### config.mk
export PLATFORM = sky130hd
export DESIGN_NAME = mftw_timer
export DESIGN_NICKNAME = d
export VERILOG_FILES = /design/src/logic/mftw_pkg.sv /design/src/logic/mftw_chain.sv /design/src/logic/mftw_timer.sv
export SDC_FILE = /design/constraint.sdc
export NUM_CORES = 1
export LEC_CHECK = 0
export ABC_AREA = 1
export BUFFER_PORTS_ARGS = -buffer_cell sky130_fd_sc_hd__buf_2
export CORE_UTILIZATION = 50
export CTS_CLUSTER_DIAMETER = 40
export CTS_CLUSTER_SIZE = 8
export DETAILED_ROUTE_END_ITERATION = 8
export GPL_TIMING_DRIVEN = 1
export PLACE_DENSITY_LB_ADDON = 0.05
export RECOVER_POWER = 50
export SYNTH_ARGS = -nofsm -noshare
export SYNTH_HDL_FRONTEND = slang
export SYNTH_SLANG_ARGS = --single-unit
### constraint.sdc
create_clock -name clk -period 1.8 [get_ports clk]
set_clock_uncertainty 0.05 [all_clocks]
set_input_delay 0 -clock clk [delete_from_list [all_inputs] [get_ports clk]]
set_output_delay 0 -clock clk [all_outputs]
set_load 0.01 [all_outputs]
### src/logic/mftw_pkg.sv
// mftw_pkg: constants and types of the timer/watchdog block
// assumes a 12-bit-address register port with byte-wide data
package mftw_pkg;

  // ----------------------------------------------------------------
  // register map
  // ----------------------------------------------------------------
  localparam int ADDR_W = 12;
  localparam logic [11:0] CSR_OFS  = 12'h008;
  localparam logic [11:0] CNT_OFS  = 12'h009;
  localparam logic [11:0] WDOG_OFS = 12'hff0;

  // ----------------------------------------------------------------
  // control/status fields
  // ----------------------------------------------------------------
  localparam int OVF_FLAG_BIT = 7;
  localparam int PER_FLAG_BIT = 6;
  localparam int OVF_EN_BIT   = 5;
  localparam int PER_EN_BIT   = 4;
  localparam int OVF_ACK_BIT  = 3;
  localparam int PER_ACK_BIT  = 2;
  localparam int RATE_HI_BIT  = 1;
  localparam int RATE_LO_BIT  = 0;
  localparam int WDOG_CLR_BIT = 0;
  localparam logic [1:0] RATE_RST = 2'h3;

  // ----------------------------------------------------------------
  // chain geometry and timing
  // ----------------------------------------------------------------
  localparam int PRE_BITS   = 2;
  localparam int STAGES     = 15;
  localparam int CNT_BITS   = 8;
  localparam int TAP_BASE   = 11;
  localparam int COP_BITS   = 3;
  localparam logic [16:0] POR_SHORT_CYC = 17'h000e0;
  localparam logic [16:0] POR_LONG_CYC  = 17'h00fe0;

  // ----------------------------------------------------------------
  // types
  // ----------------------------------------------------------------
  typedef struct packed {
    logic              wr;
    logic              rd;
    logic [ADDR_W-1:0] addr;
    logic [7:0]        wdata;
  } mftw_bus_req_t;

  typedef enum logic [1:0] {
    ST_POR = 2'b01,
    ST_RUN = 2'b10
  } mftw_state_t;

endpackage

### src/logic/mftw_chain.sv
// mftw_chain: divide-by-four prescaler and fifteen-stage counter chain
// assumes the bus clock and a synchronous clear from the parent
`timescale 1ns/1ps
module mftw_chain #(
  parameter int PRE_W = mftw_pkg::PRE_BITS,
  parameter int STG_W = mftw_pkg::STAGES
) (
  input  wire logic             clk,
  input  wire logic             rst_n,
  input  wire logic             clear,
  output logic [PRE_W-1:0]      pre,
  output logic [STG_W-1:0]      count,
  output logic                  adv
);
  import mftw_pkg::*;

  logic [PRE_W-1:0] pre_reg;
  logic [PRE_W-1:0] pre_next;
  logic [STG_W-1:0] cnt_reg;
  logic [STG_W-1:0] cnt_next;

  // ----------------------------------------------------------------
  // prescaler and chain
  // ----------------------------------------------------------------
  assign adv      = &pre_reg;
  assign pre_next = clear ? '0 : pre_reg + PRE_W'(1);
  assign cnt_next = clear ? '0 : (adv ? cnt_reg + STG_W'(1) : cnt_reg);
  assign pre      = pre_reg;
  assign count    = cnt_reg;

  always_ff @(posedge clk or negedge rst_n) begin
    if (!rst_n) begin
      pre_reg <= '0;
      cnt_reg <= '0;
    end else begin
      pre_reg <= pre_next;
      cnt_reg <= cnt_next;
    end
  end

  // ----------------------------------------------------------------
  // checks
  // ----------------------------------------------------------------
  a_chain_rate: assert property (@(posedge clk) disable iff (!rst_n)
    !$past(clear) && (cnt_reg != $past(cnt_reg)) |-> $past(pre_reg) == '1)
    else $error("chain moved without prescaler carry");
  a_chain_clear: assert property (@(posedge clk) disable iff (!rst_n)
    clear |=> cnt_reg == '0 && pre_reg == '0)
    else $error("chain not cleared");

endmodule // mftw_chain

### src/logic/mftw_timer.sv
// mftw_timer: multi-function timer with periodic interrupt and watchdog
// assumes synchronous inputs and a one-cycle strobe register port
// Function
// - timer is a fifteen-stage counter chain serving all functions
// - chain advances once per four bus clocks, also in wait and halt
// - low eight stages readable anytime without disturbing the count
// - overflow taken from eighth stage, every 1024 clocks
// - upper stages give periodic rates 2^14..2^17, chosen by rate bits
// - power-on delay is 224 or 4064 cycles by build option
// - power-on clears chain, waits delay, releases, clears chain again
// - external reset clears the whole chain
// - optional watchdog divides periodic output by eight
// - watchdog timeout raises an internal reset
// - writing zero to bit 0 of clear location resets only the divider
// - counter register read-only, writes ignored, zero after reset
// - control bits 2 and 3 are write-only and read as zero
// - overflow flag read-only, set when counter wraps to zero
// - overflow flag with its enable requests the timer interrupt
// - overflow flag cleared by ack write or reset, not direct write
// - periodic flag set by selected tap, gated by enable, ack clears
// - ack bits read zero and are unaffected by reset
// - reset sets both rate bits; codes pick 16384..131072
// - entry to stop mode clears the whole chain
//
// Our own choice: the strobed register port.
`timescale 1ns/1ps
module mftw_timer #(
  parameter bit COP_EN   = 1'b1,
  parameter bit POR_LONG = 1'b0,
  parameter int TAP_LO   = mftw_pkg::TAP_BASE
) (
  input  wire logic                  clk,
  input  wire logic                  rst_n,
  input  wire logic                  ext_reset_n,
  input  wire logic                  stop_entry,
  input  wire mftw_pkg::mftw_bus_req_t bus_req,
  output logic [7:0]                 rd_data,
  output logic                       timer_irq,
  output logic                       por_busy,
  output logic                       cop_reset
);
  import mftw_pkg::*;

  // ----------------------------------------------------------------
  // declarations
  // ----------------------------------------------------------------
  localparam logic [16:0] POR_CYC = POR_LONG ? POR_LONG_CYC : POR_SHORT_CYC;

  mftw_state_t      state_reg;
  mftw_state_t      state_next;
  logic [1:0]       pre;
  logic [STAGES-1:0] cnt;
  logic             adv;
  logic             chain_clear;
  logic             sys_rst;
  logic             por_done;
  logic [16:0]      elapsed;
  logic [3:0]       tap_carry;
  logic             ovf_evt;
  logic             rti_evt;
  logic             cop_evt;
  logic             wr_csr;
  logic             wr_wdog;
  logic             rd_csr;
  logic             rd_cnt;
  logic             ovf_ack;
  logic             per_ack;
  logic             wdog_clr;
  logic [1:0]       rate_reg;
  logic [1:0]       rate_next;
  logic             ovf_en_reg;
  logic             ovf_en_next;
  logic             per_en_reg;
  logic             per_en_next;
  logic             ovf_flag_reg;
  logic             ovf_flag_next;
  logic             per_flag_reg;
  logic             per_flag_next;
  logic [COP_BITS-1:0] cop_div_reg;
  logic [COP_BITS-1:0] cop_div_next;
  logic             cop_reset_reg;
  logic             por_busy_reg;
  logic             irq_reg;
  logic             irq_next;
  logic [7:0]       csr_view;
  logic [7:0]       rd_next;
  logic [7:0]       rd_data_reg;

  // ----------------------------------------------------------------
  // counter chain
  // ----------------------------------------------------------------
  mftw_chain #(
    .PRE_W (PRE_BITS),
    .STG_W (STAGES)
  ) u_chain (
    .clk   (clk),
    .rst_n (rst_n),
    .clear (chain_clear),
    .pre   (pre),
    .count (cnt),
    .adv   (adv)
  );

  // ----------------------------------------------------------------
  // power-on delay and internal reset
  // ----------------------------------------------------------------
  assign elapsed    = {cnt, pre};
  assign por_done   = (state_reg == ST_POR) && (elapsed == POR_CYC - 17'h1);
  assign sys_rst    = !ext_reset_n || por_busy_reg || cop_reset_reg;
  assign chain_clear = por_done || !ext_reset_n || stop_entry
                    || cop_reset_reg;

  always_comb begin
    case (state_reg)
      ST_POR:  state_next = por_done ? ST_RUN : ST_POR;
      ST_RUN:  state_next = ST_RUN;
      default: state_next = ST_POR;
    endcase
  end

  // ----------------------------------------------------------------
  // chain events
  // ----------------------------------------------------------------
  genvar g;
  generate
    for (g = 0; g < 4; g++) begin : g_tap
      assign tap_carry[g] = &cnt[TAP_LO+g:0];
    end
  endgenerate

  assign ovf_evt = adv && (&cnt[CNT_BITS-1:0]) && !chain_clear;
  assign rti_evt = adv && tap_carry[rate_reg] && !chain_clear;
  assign cop_evt = COP_EN && rti_evt && (&cop_div_reg);

  // ----------------------------------------------------------------
  // register port decode
  // ----------------------------------------------------------------
  assign wr_csr   = bus_req.wr && (bus_req.addr == CSR_OFS) && !sys_rst;
  assign wr_wdog  = bus_req.wr && (bus_req.addr == WDOG_OFS);
  assign rd_csr   = bus_req.rd && (bus_req.addr == CSR_OFS);
  assign rd_cnt   = bus_req.rd && (bus_req.addr == CNT_OFS);
  assign ovf_ack  = wr_csr && bus_req.wdata[OVF_ACK_BIT];
  assign per_ack  = wr_csr && bus_req.wdata[PER_ACK_BIT];
  assign wdog_clr = wr_wdog && !bus_req.wdata[WDOG_CLR_BIT];

  // ----------------------------------------------------------------
  // control, flags and watchdog next values
  // ----------------------------------------------------------------
  assign rate_next   = sys_rst ? RATE_RST
                     : (wr_csr ? bus_req.wdata[RATE_HI_BIT:RATE_LO_BIT] : rate_reg);
  assign ovf_en_next = sys_rst ? 1'b0 : (wr_csr ? bus_req.wdata[OVF_EN_BIT] : ovf_en_reg);
  assign per_en_next = sys_rst ? 1'b0 : (wr_csr ? bus_req.wdata[PER_EN_BIT] : per_en_reg);
  assign ovf_flag_next = sys_rst ? 1'b0
                       : (ovf_evt || (ovf_flag_reg && !ovf_ack));
  assign per_flag_next = sys_rst ? 1'b0
                       : (rti_evt || (per_flag_reg && !per_ack));
  assign cop_div_next  = (sys_rst || !COP_EN) ? '0
                       : (rti_evt ? cop_div_reg + COP_BITS'(1)
                       : (wdog_clr ? '0 : cop_div_reg));
  assign irq_next = (ovf_flag_reg && ovf_en_reg)
                 || (per_flag_reg && per_en_reg);

  // ----------------------------------------------------------------
  // read path
  // ----------------------------------------------------------------
  assign csr_view = {ovf_flag_reg, per_flag_reg, ovf_en_reg, per_en_reg,
                     2'h0, rate_reg};
  assign rd_next  = rd_csr ? csr_view
                  : (rd_cnt ? cnt[CNT_BITS-1:0] : 8'h00);

  // ----------------------------------------------------------------
  // state
  // ----------------------------------------------------------------
  always_ff @(posedge clk or negedge rst_n) begin
    if (!rst_n) begin
      state_reg    <= ST_POR;
      por_busy_reg <= 1'b1;
    end else begin
      state_reg    <= state_next;
      por_busy_reg <= (state_next == ST_POR);
    end
  end

  always_ff @(posedge clk or negedge rst_n) begin
    if (!rst_n) begin
      rate_reg     <= RATE_RST;
      ovf_en_reg   <= 1'b0;
      per_en_reg   <= 1'b0;
      ovf_flag_reg <= 1'b0;
      per_flag_reg <= 1'b0;
    end else begin
      rate_reg     <= rate_next;
      ovf_en_reg   <= ovf_en_next;
      per_en_reg   <= per_en_next;
      ovf_flag_reg <= ovf_flag_next;
      per_flag_reg <= per_flag_next;
    end
  end

  always_ff @(posedge clk or negedge rst_n) begin
    if (!rst_n) begin
      cop_div_reg   <= '0;
      cop_reset_reg <= 1'b0;
      irq_reg       <= 1'b0;
      rd_data_reg   <= 8'h00;
    end else begin
      cop_div_reg   <= cop_div_next;
      cop_reset_reg <= cop_evt;
      irq_reg       <= irq_next;
      rd_data_reg   <= rd_next;
    end
  end

  assign rd_data   = rd_data_reg;
  assign timer_irq = irq_reg;
  assign por_busy  = por_busy_reg;
  assign cop_reset = cop_reset_reg;

  // ----------------------------------------------------------------
  // checks
  // ----------------------------------------------------------------
  a_ovf_flag_set: assert property (@(posedge clk) disable iff (!rst_n)
    ovf_evt && !sys_rst |=> ovf_flag_reg && cnt[CNT_BITS-1:0] == 8'h00)
    else $error("overflow flag not set on wrap");
  a_ovf_ack_clear: assert property (@(posedge clk) disable iff (!rst_n)
    ovf_ack && !ovf_evt |=> !ovf_flag_reg)
    else $error("overflow ack did not clear flag");
  a_flag_no_direct: assert property (@(posedge clk) disable iff (!rst_n)
    wr_csr && !bus_req.wdata[OVF_ACK_BIT] && ovf_flag_reg |=> ovf_flag_reg)
    else $error("direct write changed overflow flag");
  a_irq_from_flags: assert property (@(posedge clk) disable iff (!rst_n)
    (ovf_flag_reg && ovf_en_reg) || (per_flag_reg && per_en_reg) |=> timer_irq)
    else $error("timer interrupt missing");
  a_per_flag_set: assert property (@(posedge clk) disable iff (!rst_n)
    rti_evt && !sys_rst |=> per_flag_reg ##1 (per_flag_reg || $past(per_ack) || $past(sys_rst)))
    else $error("periodic flag not set");
  a_per_ack_clear: assert property (@(posedge clk) disable iff (!rst_n)
    per_ack && !rti_evt |=> !per_flag_reg)
    else $error("periodic ack did not clear flag");
  a_per_no_direct: assert property (@(posedge clk) disable iff (!rst_n)
    wr_csr && !bus_req.wdata[PER_ACK_BIT] && per_flag_reg |=> per_flag_reg)
    else $error("direct write changed periodic flag");
  a_irq_quiet: assert property (@(posedge clk) disable iff (!rst_n)
    !((ovf_flag_reg && ovf_en_reg) || (per_flag_reg && per_en_reg)) |=> !timer_irq)
    else $error("timer interrupt without gated flag");
  a_rate_write: assert property (@(posedge clk) disable iff (!rst_n)
    wr_csr |=> rate_reg == $past(bus_req.wdata[RATE_HI_BIT:RATE_LO_BIT]))
    else $error("rate bits not taken from write");
  a_csr_wo_bits: assert property (@(posedge clk) disable iff (!rst_n)
    rd_csr |=> rd_data[OVF_ACK_BIT] == 1'b0 && rd_data[PER_ACK_BIT] == 1'b0)
    else $error("write-only bits read nonzero");

  // ----------------------------------------------------------------
  // checks: chain, reset and watchdog
  // ----------------------------------------------------------------
  a_cnt_read: assert property (@(posedge clk) disable iff (!rst_n)
    rd_cnt |=> rd_data == $past(cnt[CNT_BITS-1:0]))
    else $error("counter read mismatch");
  a_cnt_read_quiet: assert property (@(posedge clk) disable iff (!rst_n)
    rd_cnt && !chain_clear && !adv |=> $stable(cnt))
    else $error("counter read disturbed count");
  a_cnt_no_write: assert property (@(posedge clk) disable iff (!rst_n)
    bus_req.wr && bus_req.addr == CNT_OFS && !chain_clear && !adv |=> $stable(cnt))
    else $error("counter write changed count");
  a_ext_clear: assert property (@(posedge clk) disable iff (!rst_n)
    !ext_reset_n |=> cnt == '0 && pre == '0)
    else $error("external reset did not clear chain");
  a_flags_ext_reset: assert property (@(posedge clk) disable iff (!rst_n)
    !ext_reset_n |=> !ovf_flag_reg && !per_flag_reg)
    else $error("flags not cleared by reset");
  a_rate_reset: assert property (@(posedge clk) disable iff (!rst_n)
    !ext_reset_n |=> rate_reg == RATE_RST && !ovf_en_reg && !per_en_reg)
    else $error("reset values wrong");
  a_cop_timeout: assert property (@(posedge clk) disable iff (!rst_n)
    cop_evt |=> cop_reset ##1 (cnt == '0 && !cop_reset))
    else $error("watchdog timeout not handled");
  a_cop_clear: assert property (@(posedge clk) disable iff (!rst_n)
    wdog_clr && !rti_evt && !sys_rst |=> cop_div_reg == '0 && $stable(rate_reg))
    else $error("watchdog clear failed");
  a_wdog_ignore_one: assert property (@(posedge clk) disable iff (!rst_n)
    wr_wdog && bus_req.wdata[WDOG_CLR_BIT] && !rti_evt && !sys_rst |=> $stable(cop_div_reg))
    else $error("watchdog cleared by a one");
  a_cop_after_eight: assert property (@(posedge clk) disable iff (!rst_n)
    cop_reset |-> $past(cop_div_reg) == {COP_BITS{1'b1}} && $past(rti_evt))
    else $error("watchdog fired early");
  a_cop_reset_csr: assert property (@(posedge clk) disable iff (!rst_n)
    cop_reset |=> rate_reg == RATE_RST && !ovf_flag_reg && !per_flag_reg)
    else $error("watchdog reset left control state");
  a_por_release: assert property (@(posedge clk) disable iff (!rst_n)
    por_done |=> !por_busy && cnt == '0 && pre == '0)
    else $error("power-on release wrong");
  a_stop_clear: assert property (@(posedge clk) disable iff (!rst_n)
    stop_entry |=> cnt == '0)
    else $error("stop entry did not clear chain");

  // ----------------------------------------------------------------
  // cover points
  // ----------------------------------------------------------------
  c_ovf_flag: cover property (@(posedge clk) disable iff (!rst_n) ovf_evt);
  c_per_flag: cover property (@(posedge clk) disable iff (!rst_n) rti_evt);
  c_cop_reset: cover property (@(posedge clk) disable iff (!rst_n) cop_evt);
  c_por_done: cover property (@(posedge clk) disable iff (!rst_n) por_done);
  c_wdog_clear: cover property (@(posedge clk) disable iff (!rst_n) wdog_clr);

endmodule // mftw_timer

# Word level (Yosys, flattened, before mapping)
# Cells that the tools add are included.
dict set report classes {
  n_lt_le_gt_ge 1
  muxes 20
  n_bitwise 0
  n_eq_ne 7
  n_div 0
  add_sub_neg 3
  shifts 0
  mul 0
  n_reduce_logical 42
}
# operator count
set ops {}
lappend ops {{$mux 15} 2}
lappend ops {{$eq 12x4->1 const B} 2}
lappend ops {{$logic_and 1x1->1} 18}
lappend ops {{$eq 17x8->1 const B} 1}
lappend ops {{$mux 8} 2}
lappend ops {{$add 15x1->15 const B} 1}
lappend ops {{$reduce_and 15->1} 1}
lappend ops {{$reduce_and 14->1} 1}
lappend ops {{$reduce_and 13->1} 1}
lappend ops {{$eq 12x12->1 const B} 1}
lappend ops {{$reduce_and 12->1} 1}
lappend ops {{$mux 3} 3}
lappend ops {{$logic_or 1x1->1} 8}
lappend ops {{$mux 2} 4}
lappend ops {{$reduce_and 8->1} 1}
lappend ops {{$mux 1} 7}
lappend ops {{$logic_not 1->1} 6}
lappend ops {{$eq 2x1->1 const B} 2}
lappend ops {{$pmux 2 s2} 1}
lappend ops {{$reduce_bool 2->1} 2}
lappend ops {{$add 3x1->3 const B} 1}
lappend ops {{$lt 2x3->1 const B} 1}
lappend ops {{$reduce_and 3->1} 1}
lappend ops {{$reduce_bool 3->1} 1}
lappend ops {{4 further kinds} 4}
dict set report totals {
  in_bits 26
  mem_count 0
  output_inout_bits 11
  mem_bits_rw 0
  romBits 0
  wordCells 86
  ff_bits 39
  latchBits 0
}

# Depth between registers and ports, before layout
dict set report logic_depth {
  ltp_word 10
  mapped_depth 10
  depth_no_buf 10
}

# By module
# A second synthesis with hierarchy kept.
dict set report unflattened {
  cells_unflattened 266
  area_unflattened_um2 2109.5
}
# module seq_area_each_um2 n_inst area_per_inst_um2 cells_each
set modules_own_cells {}
lappend modules_own_cells {mftw_timer 555.5 1 1207.4 151}
lappend modules_own_cells {mftw_chain 425.4 1 902.1 115}

# Worst setup path after synthesis
# No wires, ideal clock.
dict set report synth_timing {
  kind {register to register}
  startpoint {reg u_chain.pre_reg[0], in the netlist u_chain.pre[0]}
  endpoint {reg cop_div_reg[0]}
  synth_period_minus_slack_ns 1.527
  t_arrival_ns 1.360
  path_stages_with_launch 9
  slack_ns 0.273
  required_time_ns 1.633
  cell_sequence {dfrtp_1 ha_1 inv_2 nor3_4 nand3_2 nor2_1 nand2_2 nand3_1 nand2_1}
}
dict set report synth_between {
  elab_chain_len 9
  word_cells_on_any_way 12
  classes_between {1 x eq/ne; 2 x mux; 9 x reduce/logical}
}
# item line
set synth_rtl {}
lappend synth_rtl {{start, declared} mftw_chain.sv:17} ;# logic [PRE_W-1:0] pre_reg;
lappend synth_rtl {{start signal, assigned} mftw_chain.sv:36} ;# pre_reg <= pre_next;
lappend synth_rtl {{$eq 17x8->1} mftw_timer.sv:108} ;# assign por_done = (state_reg == ST_POR) && (elapsed == POR_CYC - 17'h1);
lappend synth_rtl {{$logic_and 1x1->1} mftw_timer.sv:108}
lappend synth_rtl {{$logic_or 1x1->1 (2 in a row)} mftw_timer.sv:110} ;# assign chain_clear = por_done || !ext_reset_n || stop_entry
lappend synth_rtl {{$logic_or 1x1->1} mftw_timer.sv:111} ;# || cop_reset_reg;
lappend synth_rtl {{$logic_not 1->1} mftw_timer.sv:132} ;# assign rti_evt = adv && tap_carry[rate_reg] && !chain_clear;
lappend synth_rtl {{$logic_and 1x1->1 (*)} mftw_timer.sv:132}
lappend synth_rtl {{$mux 3} mftw_timer.sv:158} ;# : (rti_evt ? cop_div_reg + COP_BITS'(1)
lappend synth_rtl {{$mux 3} mftw_timer.sv:157} ;# assign cop_div_next = (sys_rst || !COP_EN) ? '0
lappend synth_rtl {{end signal, assigned} mftw_timer.sv:207} ;# cop_div_reg <= cop_div_next;
lappend synth_rtl {{end, declared} mftw_timer.sv:79} ;# logic [COP_BITS-1:0] cop_div_reg;
# Mark *: on every way between the ends. The rest lies on a longest branch, timed or not.
# A chain may end at the register's enable or synchronous reset.

# Final worst setup path
dict set report layout_timing {
  startpoint {reg state_reg[0]}
  endpoint {reg cop_div_reg[1]}
}
dict set report layout_between {
  elab_chain_len 9
  word_cells_on_any_way 10
  classes_between {1 x eq/ne; 2 x mux; 7 x reduce/logical}
}
# item line
set layout_rtl {}
lappend layout_rtl {{start, declared} mftw_timer.sv:49} ;# mftw_state_t state_reg;
lappend layout_rtl {{start signal, assigned} mftw_timer.sv:179} ;# state_reg <= state_next;
lappend layout_rtl {{$eq 2x1->1 (*)} mftw_timer.sv:108}
lappend layout_rtl {{$logic_and 1x1->1 (*)} mftw_timer.sv:108}
lappend layout_rtl {{$logic_or 1x1->1 (*) (2 in a row)} mftw_timer.sv:110}
lappend layout_rtl {{$logic_or 1x1->1 (*)} mftw_timer.sv:111}
lappend layout_rtl {{$logic_not 1->1 (*)} mftw_timer.sv:132}
lappend layout_rtl {{$logic_and 1x1->1 (*)} mftw_timer.sv:132}
lappend layout_rtl {{$mux 3} mftw_timer.sv:158}
lappend layout_rtl {{$mux 3} mftw_timer.sv:157}
# Marked as above.

==> results_tabular.tex <==
\begin{tabular}{lr}
\hline
Metric & Value \\
\hline
\multicolumn{2}{l}{\textbf{Yosys}} \\
\quad Warnings, synthesis & 0 \\
\quad Post-synth top area share & 0.447 \\
\quad Number of enable-type register cells in the synthesized netlist & 0 \\
\quad Post-synthesis sequential area ratio & 0.500 \\
\quad Post-Synthesis Mean Instance Area & around 8.2 um\^{}2 \\
\quad Ys flop type & sky130\_fd\_sc\_hd\_\_dfrtp\_1 \\
\quad Top area cells in the synthesized netlist & sky130\_fd\_sc\_hd\_\_dfrtp\_1 45\%, sky130\_fd\_sc\_hd\_\_inv\_1 7.3\%, sky130\_fd\_sc\_hd\_\_nor2\_1 7.1\% \\
\quad Count of different cell masters after synthesis & 27 \\
\quad Share of synthesized flip-flops with an asynchronous set or reset & 1.00 \\
\quad Largest area contributor in the synthesized netlist & sky130\_fd\_sc\_hd\_\_dfrtp\_1 \\
\quad Number of storage elements in the synthesis netlist & 39 \\
\quad Count of mapped cells out of synthesis & $\sim$240 \\
\quad Post-Synthesis Cell Area & roughly 2000 um\^{}2 \\
\quad Net count after synthesis & between 200 and 300 \\
\multicolumn{2}{l}{\textbf{Global route}} \\
\quad Global Route Usage Sum & 0.241 \\
\quad Initial antenna violation count & 0 \\
\quad Vias in the first global route & $\sim$1.8k \\
\quad Wire length of the first global-routing pass & roughly 7700 um \\
\quad Maximum number of pins on one net before global-route repair & 40 \\
\quad Overflow after GRT & 0 \\
\multicolumn{2}{l}{\textbf{Setup path}} \\
\quad Critical path peak fanout & 7 \\
\quad Cell seen most often among critical-path stages & sky130\_fd\_sc\_hd\_\_nand3\_1 \\
\quad Worst setup path category & flop to flop \\
\quad Crit path arrival time & $\sim$1.8 ns \\
\quad Slowest library cell on the worst path & sky130\_fd\_sc\_hd\_\_dfstp\_2 \\
\quad Largest stage delay on the critical path & between 0.5 and 0.6 ns \\
\quad Count of buffer and inverter cells on the critical path & 1 \\
\quad Crit path max-delay family & simple AND/OR/NAND/NOR gates \\
\quad Critical Path Source Type & flop \\
\quad List of cells traversed by the critical path & ha\_1, nand3\_1, nor2\_1, nand3\_2, nand2\_4, inv\_2, nand2\_2, nand3\_1, nand2\_1 \\
\quad Worst EP required & just under 2 ns \\
\quad Kind of end point of the critical path & flop \\
\multicolumn{2}{l}{\textbf{Layout}} \\
\quad Commonest cells after routing, fill and taps aside & 38 x sky130\_fd\_sc\_hd\_\_inv\_1, 35 x sky130\_fd\_sc\_hd\_\_nor2\_1, 35 x sky130\_fd\_sc\_hd\_\_dfrtp\_1 \\
\quad Count of placed standard cells in the final layout, fillers left out & about 340 \\
\quad Final \#Nets & between 300 and 400 \\
\quad Commonest non-fill, non-tap cell in the layout & sky130\_fd\_sc\_hd\_\_inv\_1 \\
\quad Finished layout cell area & about 2500 um\^{}2 \\
\quad Flip-flop count of the largest register, all copies and words added & 15 \\
\quad Area occupied by multi-input gates & $\sim$820 um\^{}2 \\
\quad Share of final-layout standard cells stronger than drive strength 1 & 0.220 \\
\quad FF/Latch Area & between 900 and 1000 um\^{}2 \\
\quad Syn-to-layout area delta & 25.0\% \\
\quad Number of fill cells in the layout & approximately 350 \\
\quad Number of antenna cells inserted & 0 \\
\multicolumn{2}{l}{\textbf{Floorplan}} \\
\quad Total Die Area & about 4200 um\^{}2 \\
\quad Starting Density & 0.528 \\
\quad Core Area & 3720 um\^{}2 \\
\quad Chip width & about 65 um \\
\quad Die boundary height & $\sim$65 um \\
\quad Row count & 22 \\
\quad Top-Level Pins & 37 \\
\multicolumn{2}{l}{\textbf{Drt}} \\
\quad Number of vias in the routed layout & around 1.7k \\
\quad First-pass DRT Iterations & 4 \\
\quad Total wirelength of the detailed-routed design & between 4000 and 5000 um \\
\quad Post-route DRC violation count & 0 \\
\quad Remaining antenna violation count after routing & 0 \\
\quad Average wire length per cell after detail routing & 12.4 um \\
\quad Via/cell ratio & 5.05 \\
\quad Detailed router's first-iteration violation count & 120 \\
\multicolumn{2}{l}{\textbf{CTS}} \\
\quad Clock-pin slew reported for the worst setup and hold paths after clock tree synthesis & 0.07 ns \\
\quad Latest clock arrival within the worst-skew pair & $\sim$0.30 ns \\
\quad Clock tree from TritonCTS & yes \\
\quad Number of clock sinks & 39 \\
\quad H-tree depth & 2 \\
\quad Cts bufs inserted & 5 \\
\quad Root Driver & sky130\_fd\_sc\_hd\_\_clkbuf\_8 \\
\quad Maximum number of buffers from clock root to sink & 2 \\
\multicolumn{2}{l}{\textbf{STA}} \\
\quad Pins Over Slew Limit & 0 \\
\quad Slew HR & 0.374 \\
\quad RSZ-0062 raised after global routing & false \\
\quad Final-report hold violation count & 0 \\
\quad Post-layout min period & roughly 1.7 ns \\
\quad Fmax & about 600 MHz \\
\quad Final setup violation count & 0 \\
\quad Period utilisation layout & 0.922 \\
\quad Final-layout setup total negative slack & 0 ns \\
\quad Slew at the pin closest to its max-slew limit & 0.939 ns \\
\multicolumn{2}{l}{\textbf{Power}} \\
\quad Net Switching & around 0.37 mW \\
\quad Share of total power in sequential cells & 0.504 \\
\quad Net switching share of the total power & 0.212 \\
\quad Relative contribution of combinational cells to total power & 0.057 \\
\quad Leakage power & approximately 1.2 nW \\
\quad Design internal power & 1.37 mW \\
\quad P per Cell Area & between 700 and 800 nW/um\^{}2 \\
\quad Clock Power Share & 0.439 \\
\quad Peak supply drop & $\sim$0.42 mV \\
\multicolumn{2}{l}{\textbf{Placed design}} \\
\quad Number of placed instances with taps included & about 330 \\
\quad Routability congestion estimate from global placement & between 0.8 and 0.9 \\
\quad Count of input and output buffers & 34 \\
\quad HPWL after DPL & between 3000 and 4000 um \\
\quad Instance area after placement & between 2000 and 2500 um\^{}2 \\
\multicolumn{2}{l}{\textbf{Outcome}} \\
\quad Status & finished, final reports clean \\
\multicolumn{2}{l}{\textbf{Flow run}} \\
\quad Maximum Capacitance Violations & 0 \\
\multicolumn{2}{l}{\textbf{Worst hold path}} \\
\quad Hold Crit Class & input port to flop \\
\hline
\end{tabular}
[metrics by stage]
| step | util | hold WS, ns | setup slack (ns) | power, mW |
|---|---|---|---|---|
| final | 0.660 | 0.113 | 0.140 | 1.74 |
| after global routing | 0.660 | 0.129 | 0.0106 | 1.80 |
| after CTS | 0.653 | 0.103 | 0.0764 | 1.75 |
| after detailed placement | 0.602 | 0.0295 | 0.0830 | 0.978 |
| after global placement | 0.602 | 0.0265 | 0.159 | 0.977 |
| after floorplan | - | -0.346 | 0.273 | 0.921 |
[per-layer routing]
layer  GRT usage  wire (um)  part of all wire
met4      0.0639         47             0.011
met5           0          0                 0
met2       0.407       2050              0.48
met1       0.307       2000              0.47
met3      0.0581        160             0.038
[area by class of cell]
class / instances / area share
tap: 48 / 0.0245
clock inverter: 2 / 0.0143
clock buffer: 6 / 0.0337
inverter: 41 / 0.0633
multi-input combinational: 157 / 0.336
sequential: 39 / 0.400
timing repair buffer: 50 / 0.128
[power by group through the flow]
| stage | Clock, mW | Sequential [mW] | Combinational (mW) |
|---|---|---|---|
| after global placement | 0 | 0.896 | 0.0808 |
| after global routing | 0.808 | 0.879 | 0.112 |
| final | 0.765 | 0.879 | 0.0990 |
| after CTS | 0.781 | 0.879 | 0.0937 |
| after floorplan | 0 | 0.896 | 0.0255 |
| after detailed placement | 0 | 0.896 | 0.0819 |
[Yosys cell counts, types with 4 or more instances]
cell type and number:
sky130_fd_sc_hd__nand3_1 23, sky130_fd_sc_hd__nand4_1 5, sky130_fd_sc_hd__a21oi_1 10, sky130_fd_sc_hd__o22ai_1 7, sky130_fd_sc_hd__dfstp_2 4, sky130_fd_sc_hd__nor3_1 7
sky130_fd_sc_hd__ha_1 6, sky130_fd_sc_hd__nor2_1 37, sky130_fd_sc_hd__inv_1 38, sky130_fd_sc_hd__o21ai_0 13, sky130_fd_sc_hd__nand2_1 34, sky130_fd_sc_hd__dfrtp_1 35
[worst min-delay path, cell delays in order]
cell                      delay (ns)
sky130_fd_sc_hd__buf_2          0.10
sky130_fd_sc_hd__nand3_1        0.21
sky130_fd_sc_hd__o22ai_1        0.10
[what timing repair did]
item | CTS | global route
setup endpoints to repair | 0 | 7
buffers inserted | 0 | 2
hold endpoints to repair | 41 | 0
hold buffers | 7 | 0
gates resized for setup | 0 | 2
[worst paths after layout]
path                                           from  depth (start not counted)                    endpoint  slack, ns
setup / recovery             state_reg[0]$_DFF_PN1_                          9  cop_div_reg[1]$_DFFE_PN0P_       0.14
hold / removal                          bus_req[20]                          3        rd_data[6]$_DFF_PN0_       0.11
setup reg to reg             state_reg[0]$_DFF_PN1_                          9  cop_div_reg[1]$_DFFE_PN0P_       0.14
hold reg to reg            u_chain.pre[0]$_DFF_PN0_                          1    u_chain.pre[0]$_DFF_PN0_       0.39
max in group asynchronous                     rst_n                          3      state_reg[1]$_DFF_PN0_       0.71
min in group asynchronous                     rst_n                          3         timer_irq$_DFF_PN0_       0.41
[logic make-up (layout without fill, tap and decap cells)]
logic type / Yosys count / count (layout) / synth area share
simple gates: 116 / 116 / 0.277
buf+inv: 42 / 99 / 0.0817
flops: 39 / 39 / 0.500
compound gates: 32 / 32 / 0.0893
fa+ha+maj: 6 / 6 / 0.0383
xor+xnor: 3 / 3 / 0.0134
Power figures use the tool's default switching activity.
